==> config.mk <==
export PLATFORM = sky130hd
export DESIGN_NAME = bridge_driver_status_regs
export DESIGN_NICKNAME = d
export VERILOG_FILES = /design/src/bridge_driver_status_regs.v /design/src/status_input_sync.v
export VERILOG_INCLUDE_DIRS = /design/src
export SDC_FILE = /design/constraint.sdc
export NUM_CORES = 1
export LEC_CHECK = 0
export BUFFER_PORTS_ARGS = -buffer_cell sky130_fd_sc_hd__buf_2
export CORE_MARGIN = 3
export CORE_UTILIZATION = 30
export CTS_CLUSTER_DIAMETER = 30
export CTS_CLUSTER_SIZE = 28
export DETAILED_ROUTE_END_ITERATION = 10
export GPL_TIMING_DRIVEN = 0
export PLACE_DENSITY = 0.54
export SYNTH_ARGS = -nofsm -noshare
export SYNTH_HDL_FRONTEND = slang
export SYNTH_SLANG_ARGS = --single-unit
export TNS_END_PERCENT = 100
==> constraint.sdc <==
create_clock -name CLOCK_I -period 1.7 [get_ports CLOCK_I]
set_clock_uncertainty 0.05 [all_clocks]
set_input_delay 0.17 -clock CLOCK_I [delete_from_list [all_inputs] [get_ports CLOCK_I]]
set_output_delay 0.17 -clock CLOCK_I [all_outputs]
set_load 0.01 [all_outputs]
==> src/bridge_status_defines.vh <==
// constants for the bridge driver status registers
`ifndef BRIDGE_STATUS_DEFINES_VH
`define BRIDGE_STATUS_DEFINES_VH
`define BRIDGE_GENERAL_STATUS_ADDR        7'h50
`define GATE_DELAY_REGULATION_STATUS_ADDR 7'h51
`define GEN_OUT_LEVEL_LSB                 6
`define GEN_SECOND_PWM_BIT                2
`define GEN_FIRST_PWM_BIT                 0
`define DREG_PREDISCHARGE_LSB             8
`define DREG_DISCHARGE_BIT                7
`define DREG_REGULATION_LSB               0
`define STATUS_RESET_VALUE                16'h0000
`define GEN_RESTART_KEEP_MASK             16'h00c1
`define DREG_RESTART_KEEP_MASK            16'h00c1
`define BRIDGE_MODE_ACTIVE                2'h3
`define AGC_ADAPTIVE_HI                   1'b1
`endif

==> src/bridge_driver_status_regs.v <==
// read-only bridge driver status registers with reset and restart behaviour
//
// Behaviour
// - reserved status bits always read zero
// - bit 5+n shows bridge output high level
// - output flag zero unless pump on, mode 11
// - reset clears all; restart keeps bits 7,6,0
// - predischarge flag zero when clamped, agc 1x, pwm on, not hiz
// - bit 7 zero when bridge4 discharge clamped, agc 1x, pwm4 on, not hiz
// - clamp flags one when pwm off, hiz, agc 0x
// - bit n-1 shows bridge delay in regulation
`timescale 1ns/1ps
`include "bridge_status_defines.vh"
module bridge_driver_status_regs
#(
   parameter NUM_BRIDGES = 4
)
(
   // clock and reset
   input  wire        CLOCK_I,
   input  wire        NRST_I,
   input  wire        RESTART_I,
   // register read port
   input  wire [6:0]  READ_ADDR_I,
   output reg  [15:0] READ_DATA_O,
   // configuration from the control registers
   input  wire        CHARGE_PUMP_ENABLE_I,
   input  wire [7:0]  BRIDGE_MODE_FIELD_I,
   input  wire [1:0]  ADAPTIVE_GATE_CONTROL_FIELD_I,
   input  wire [3:0]  BRIDGE_PWM_ENABLE_I,
   input  wire [3:0]  BRIDGE_HIGH_IMPEDANCE_I,
   // analog comparator levels
   input  wire [3:0]  BRIDGE_OUTPUT_SENSE_I,
   input  wire [3:0]  PREDISCHARGE_AT_LIMIT_I,
   input  wire        DISCHARGE4_AT_LIMIT_I,
   input  wire [3:0]  DELAY_IN_REGULATION_I,
   // pwm pins
   input  wire        FIRST_PWM_PIN_I,
   input  wire        SECOND_PWM_PIN_I
);
   wire [3:0]  sense_sync;
   wire [3:0]  clamp_sync;
   wire        dis4_sync;
   wire [3:0]  reg_sync;
   wire [1:0]  pwm_sync;
   reg  [15:0] gen_reg;
   reg  [15:0] gen_next;
   reg  [15:0] dreg_reg;
   reg  [15:0] dreg_next;
   integer     n;

   // clamp status may only read 0 when adaptive control active and pwm on
   function clamp_bit;
      input at_limit;
      input agc_hi;
      input pwm_en;
      input hiz;
      begin
         clamp_bit = ~(at_limit & agc_hi & pwm_en & ~hiz);
      end
   endfunction

   // adaptive gate control counts as active for codes 10 and 11 only
   function agc_adaptive;
      input [1:0] adaptive_gate_control_field;
      begin
         agc_adaptive = (adaptive_gate_control_field[1] == `AGC_ADAPTIVE_HI);
      end
   endfunction

   // fifteen pin levels: 4 sense, 4 predischarge, 1 discharge, 4 regulation, 2 pwm
   status_input_sync #(.WIDTH(15)) u_sync
   (
      .clk      (CLOCK_I),
      .nrst     (NRST_I),
      .async_in ({BRIDGE_OUTPUT_SENSE_I, PREDISCHARGE_AT_LIMIT_I, DISCHARGE4_AT_LIMIT_I,
                  DELAY_IN_REGULATION_I, SECOND_PWM_PIN_I, FIRST_PWM_PIN_I}),
      .sync_out ({sense_sync, clamp_sync, dis4_sync, reg_sync, pwm_sync})
   );

   always @*
   begin
      gen_next  = `STATUS_RESET_VALUE;
      dreg_next = `STATUS_RESET_VALUE;
      for (n = 0; n < NUM_BRIDGES; n = n + 1)
      begin
         gen_next[`GEN_OUT_LEVEL_LSB + n] = CHARGE_PUMP_ENABLE_I
            & (BRIDGE_MODE_FIELD_I[2*n +: 2] == `BRIDGE_MODE_ACTIVE)
            & sense_sync[n];
         dreg_next[`DREG_PREDISCHARGE_LSB + n] = clamp_bit(clamp_sync[n],
            agc_adaptive(ADAPTIVE_GATE_CONTROL_FIELD_I),
            BRIDGE_PWM_ENABLE_I[n], BRIDGE_HIGH_IMPEDANCE_I[n]);
         dreg_next[`DREG_REGULATION_LSB + n] = reg_sync[n];
      end
      dreg_next[`DREG_DISCHARGE_BIT] = clamp_bit(dis4_sync,
         agc_adaptive(ADAPTIVE_GATE_CONTROL_FIELD_I),
         BRIDGE_PWM_ENABLE_I[3], BRIDGE_HIGH_IMPEDANCE_I[3]);
      gen_next[`GEN_SECOND_PWM_BIT] = pwm_sync[1];
      gen_next[`GEN_FIRST_PWM_BIT]  = pwm_sync[0];
      // restart clears all but the bits that keep their current state
      if (RESTART_I)
      begin
         gen_next  = gen_next  & `GEN_RESTART_KEEP_MASK;
         dreg_next = dreg_next & `DREG_RESTART_KEEP_MASK;
      end
   end

   always @(posedge CLOCK_I or negedge NRST_I)
   begin
      if (!NRST_I)
      begin
         gen_reg  <= `STATUS_RESET_VALUE;
         dreg_reg <= `STATUS_RESET_VALUE;
      end
      else
      begin
         gen_reg  <= gen_next;
         dreg_reg <= dreg_next;
      end
   end

   always @*
   begin
      case (READ_ADDR_I)
         `BRIDGE_GENERAL_STATUS_ADDR:        READ_DATA_O = gen_reg;
         `GATE_DELAY_REGULATION_STATUS_ADDR: READ_DATA_O = dreg_reg;
         default:                            READ_DATA_O = `STATUS_RESET_VALUE;
      endcase
   end
endmodule

==> src/status_input_sync.v <==
// two flip-flop synchroniser for a vector of pin levels
`timescale 1ns/1ps
module status_input_sync
#(
   parameter WIDTH = 2
)
(
   input  wire             clk,
   input  wire             nrst,
   input  wire [WIDTH-1:0] async_in,
   output wire [WIDTH-1:0] sync_out
);
   reg [WIDTH-1:0] stage1_reg;
   reg [WIDTH-1:0] stage2_reg;

   always @(posedge clk or negedge nrst)
   begin
      if (!nrst)
      begin
         stage1_reg <= {WIDTH{1'b0}};
         stage2_reg <= {WIDTH{1'b0}};
      end
      else
      begin
         stage1_reg <= async_in;
         stage2_reg <= stage1_reg;
      end
   end

   assign sync_out = stage2_reg;
endmodule

==> impl.org <==
** Floorplan
- The total area inside the core boundary comes to 4820 sq um.
- Count of boundary I/O pins :: 60
- The initial utilization of the core area, before any placement, comes to a little under a third.
- Overall die height :: 77.1 um
- The die covers 5940 sq um.
- Cell Rows :: 25
- Measured along the x axis, the die boundary spans just under 80 um.

** Global route
- Across every metal layer, demand over resource in global routing totals approximately a tenth.
- Pin count of the biggest net entering global routing :: 46
- The first global-routing pass estimated 4600 um of wire.
- GRT overflow :: 0
- Via count of the first global-routing pass :: between 1k and 1.5k
- The initial antenna violation count came to 0.

** Layout
- Registers take between 1000 and 1500 sq um.
- After filler insertion, the fill cell instance count of the layout stands at 468.
- The number of antenna diodes in the final layout is 0.
- Summing all multi-input logic gate instances after layout gives 327 sq um.
- The post-route netlist has 44.1% of its cells at a drive strength greater than 1.
- From synthesis to final layout, the design area changed by 39.9%.
- Number of nets at the end of the flow :: 220
- After routing the design area is 2120 sq um.

** Worst hold path
- The worst hold path begins at BRIDGE_MODE_FIELD_I[5].
- The path class of the tightest hold or removal check is primary input to flip-flop.

** Timing
- Period Utilization, post-route :: between 70% and 80%
- After routing, the total negative slack on setup checks comes to 0 ns.
- Setup violations remaining at the end of the flow were counted as 0.
- The number of pins with negative max-slew slack in the final report is 0.
- Across all setup checks in the final design, the least slack found is 0.392 ns.
- Headroom to the max-slew limit came out at 40.8%.
- Post-route minimum period :: approximately 1.3 ns
- Maximum achievable frequency :: 765 MHz
- Setup repair after global routing left no endpoint under its margin.
- The hold violation total from the final report is 0.
- Least-Margin Pin Slew :: 0.888 ns

** Power
- Net switching component of the power :: 0.000409 W
- In this run the power density over the cells is ~900 nW/um^2.
- Cell internal power was estimated by the tool at 0.00149 W.
- Net switching is 21.6% of the power.
- Clock share of power :: 31.9%
- In this run, flip-flops and latches consume 59.7% of the power.
- Leakage component of the power :: slightly above 1 nW
- Proportion of power drawn by combinational gates :: between 8 and 9%
- IR analysis of the VDD net gives a maximum drop of 0.654 mV.

** CTS
- CTS tree :: yes
- No sink is reached through more buffers than the 2 on the longest clock path.
- CTS built an H-tree with a depth of 2.
- Clock latency on the worst-skew pair, taken at its later pin, is 0.29 ns.
- Clock transition at the registers of the reported paths :: 0.08 ns
- Master cell of the clock root buffer :: sky130_fd_sc_hd__clkbuf_8
- Sink count of the clock tree :: 45
- In this run, post-CTS hold repair placed 16 buffers.
- Counting the buffers created by CTS gives 5.
- After clock tree synthesis, the repair step resized 0 gates.
- Post-CTS timing repair inserted 0 buffers for setup.

** Logic synthesis
- Number of synthesized register bits :: between 40 and 50
- For this run, the leading register cell type out of synthesis is sky130_fd_sc_hd__dfrtp_1.
- Share of async-settable or async-resettable flops after synthesis :: 100%
- Post-synth top area cell :: sky130_fd_sc_hd__dfrtp_1
- Synthesis instantiated 20 different standard cells from the library.
- Number of enable flip-flop cells after synthesis :: 0
- Of the post-synthesis cell area, the dominant cell type holds around three quarters.
- Instance count of the mapped netlist :: between 90 and 100
- Most common cell in the synthesized netlist :: sky130_fd_sc_hd__dfrtp_1
- Summing the sequential cell areas from Yosys gives 74.3% of the chip area.
- Averaged over all synthesized cells, the footprint is 15.6 sq um.
- Yosys warns :: 0
- Ranked by instance count, the synthesized netlist is headed by sky130_fd_sc_hd__dfrtp_1 (45), sky130_fd_sc_hd__nor3_2 (9), sky130_fd_sc_hd__buf_4 (6), sky130_fd_sc_hd__mux2i_1 (5), sky130_fd_sc_hd__nand2_1 (5).
- Area contributors post-synth :: sky130_fd_sc_hd__dfrtp_1 (74%), sky130_fd_sc_hd__nor3_2 (5.9%), sky130_fd_sc_hd__mux2i_1 (3.3%)
- Syn Std Cell Area :: 1520 sq um

** Routing
- Number of vias per cell :: 3.89
- Detailed-route via count :: 948
- Drt pass-1 iters :: 3
- Metal1 wirelength :: 1020 um
- Post-DRT Antenna Nets :: 0
- Summed over all nets, wire length on met3 after detailed routing comes to around 200 um.
- Met2 wire length :: 1250 um
- Summed over all layers, the routed wires come to 2540 um.
- Highest signal layer in the routed design :: met4
- Routed wirelength normalized by instance count :: about 10 um
- In the routed design, unresolved DRC markers number 0.
- For this block, the initial DRC count from the detailed router was 23.

** Place
- Prior to clock tree synthesis, the placed netlist has a worst setup slack of 0.447 ns.
- Last weighted congestion value of the routability-driven placer :: ~0.66
- Summing all placed instances gives a cell area of around 1900 sq um.
- Port Buffer Count :: slightly above 50
- Placed wire-length estimate after detailed placement :: 1920 um

** Worst setup path
- At the worst endpoint, the required time is about 1.5 ns.
- Together, buffers and inverters on the worst path number 2.
- Slowest cell delay on critical path :: about 0.33 ns
- STA puts the critical path data arrival time at around 1.1 ns.
- In this design, the largest share of critical-path delay is due to flip-flops.
- The setup check on the worst reg-to-reg path leaves a slack of slightly above 0.9 ns.
- Traced cell by cell, the critical path runs through inv_1 > nor4_4 > buf_2.
- Crit end category :: output port
- Launching instance or port of the critical path :: gen_reg[6]
- The worst register-to-register path begins at u_sync.sync_out[8].
- Peak fanout along the critical path :: 1
- Type of element launching the critical path :: flip-flop
- The slowest stage of the critical path belongs to the cell sky130_fd_sc_hd__dfrtp_1.
- The critical path is of the flip-flop to output port type.

** Outcome
- The flow ran to the end, and the final reports show no timing, DRC or antenna violations.

** Job
- The tool flagged a number of max-cap violations equal to 0.
## through the flow
step	hold slack, ns	total power, W	instances	utilization [%]
2_1_floorplan	-0.176	0.00121	102	-
3_3_place_gp	0.228	0.00128	220	38.9
6_report	0.0620	0.00190	244	44.0
3_5_place_dp	0.229	0.00129	220	38.9
5_1_grt	0.0616	0.00201	244	44.0
4_1_cts	0.0532	0.00193	244	44.0
## final timing paths
kind                                               to  depth (start not counted)
worst min-delay path                       gen_reg[8]                          3
min in group asynchronous         u_sync.sync_out[10]                          2
worst min register to register     u_sync.sync_out[8]                          0
worst max register to register            dreg_reg[9]                          1
worst max-delay path                   READ_DATA_O[6]                          3
max in group asynchronous       u_sync.stage1_reg[11]                          2
## layer usage
layer | vias up | GRT usage (%)
li1 | 465 | -
met4 | 0 | 6.41
met1 | 433 | 11.3
met3 | 5 | 2.82
met2 | 45 | 16.8
met5 | - | 0
## area by class of cell
class / instances / area share, %
plain buffers: 9 / 3.13
clock buffers: 5 / 3.25
clock inverters: 3 / 0.826
inverters: 4 / 0.708
multi-input cells: 44 / 15.4
flip-flops and latches: 45 / 53.1
well taps: 67 / 3.96
repair buffers: 67 / 19.6
## cell usage in the layout (no fill, tap or decap)
| master | n |
|---|---|
| sky130_fd_sc_hd__a21oi_1 | 1 |
| sky130_fd_sc_hd__clkbuf_8 | 5 |
| sky130_fd_sc_hd__clkinv_2 | 2 |
| sky130_fd_sc_hd__buf_6 | 1 |
| sky130_fd_sc_hd__nor4_4 | 1 |
| sky130_fd_sc_hd__buf_2 | 53 |
| sky130_fd_sc_hd__nand4bb_1 | 1 |
| sky130_fd_sc_hd__a41oi_1 | 3 |
| sky130_fd_sc_hd__dfrtp_1 | 45 |
| sky130_fd_sc_hd__nor2_1 | 2 |
| sky130_fd_sc_hd__or2_1 | 1 |
| sky130_fd_sc_hd__mux2i_1 | 5 |
| sky130_fd_sc_hd__nand2_1 | 5 |
| sky130_fd_sc_hd__inv_1 | 4 |
| sky130_fd_sc_hd__and4_1 | 2 |
| sky130_fd_sc_hd__nand2b_1 | 1 |
| sky130_fd_sc_hd__nor3_2 | 9 |
| sky130_fd_sc_hd__dlygate4sd3_1 | 16 |
| sky130_fd_sc_hd__nor2b_1 | 4 |
| sky130_fd_sc_hd__clkinvlp_4 | 1 |
| sky130_fd_sc_hd__conb_1 | 6 |
| sky130_fd_sc_hd__buf_4 | 6 |
| sky130_fd_sc_hd__nand3_1 | 2 |
| sky130_fd_sc_hd__and3b_1 | 1 |
## power by group through the flow
stage               sequential, W  clock [W]  combinational [W]
finish                    0.00113   0.000606           0.000160
global route              0.00114   0.000686           0.000182
CTS                       0.00113   0.000634           0.000163
detailed placement        0.00116          0           0.000134
global placement          0.00115          0           0.000131
floorplan                 0.00115          0          0.0000584
## tightest hold or removal path: stages
cell and delay [ns]:
sky130_fd_sc_hd__buf_2 0.09, sky130_fd_sc_hd__nand3_1 0.06, sky130_fd_sc_hd__nor2_1 0.04
## kinds of logic (layout without fill, tap and decap cells)
| family | after synthesis | in the layout | synth area share (%) |
|---|---|---|---|
| AO/OA/AOI/OAI | 4 | 4 | 2.06 |
| buffers and inverters | 13 | 88 | 5.37 |
| flip-flops | 45 | 45 | 74.3 |
| multiplexers | 5 | 5 | 3.30 |
| other | 1 | 6 | 0.247 |
| AND/OR/NAND/NOR | 29 | 29 | 14.7 |
Note: power is estimated with default switching activity, not from simulation.
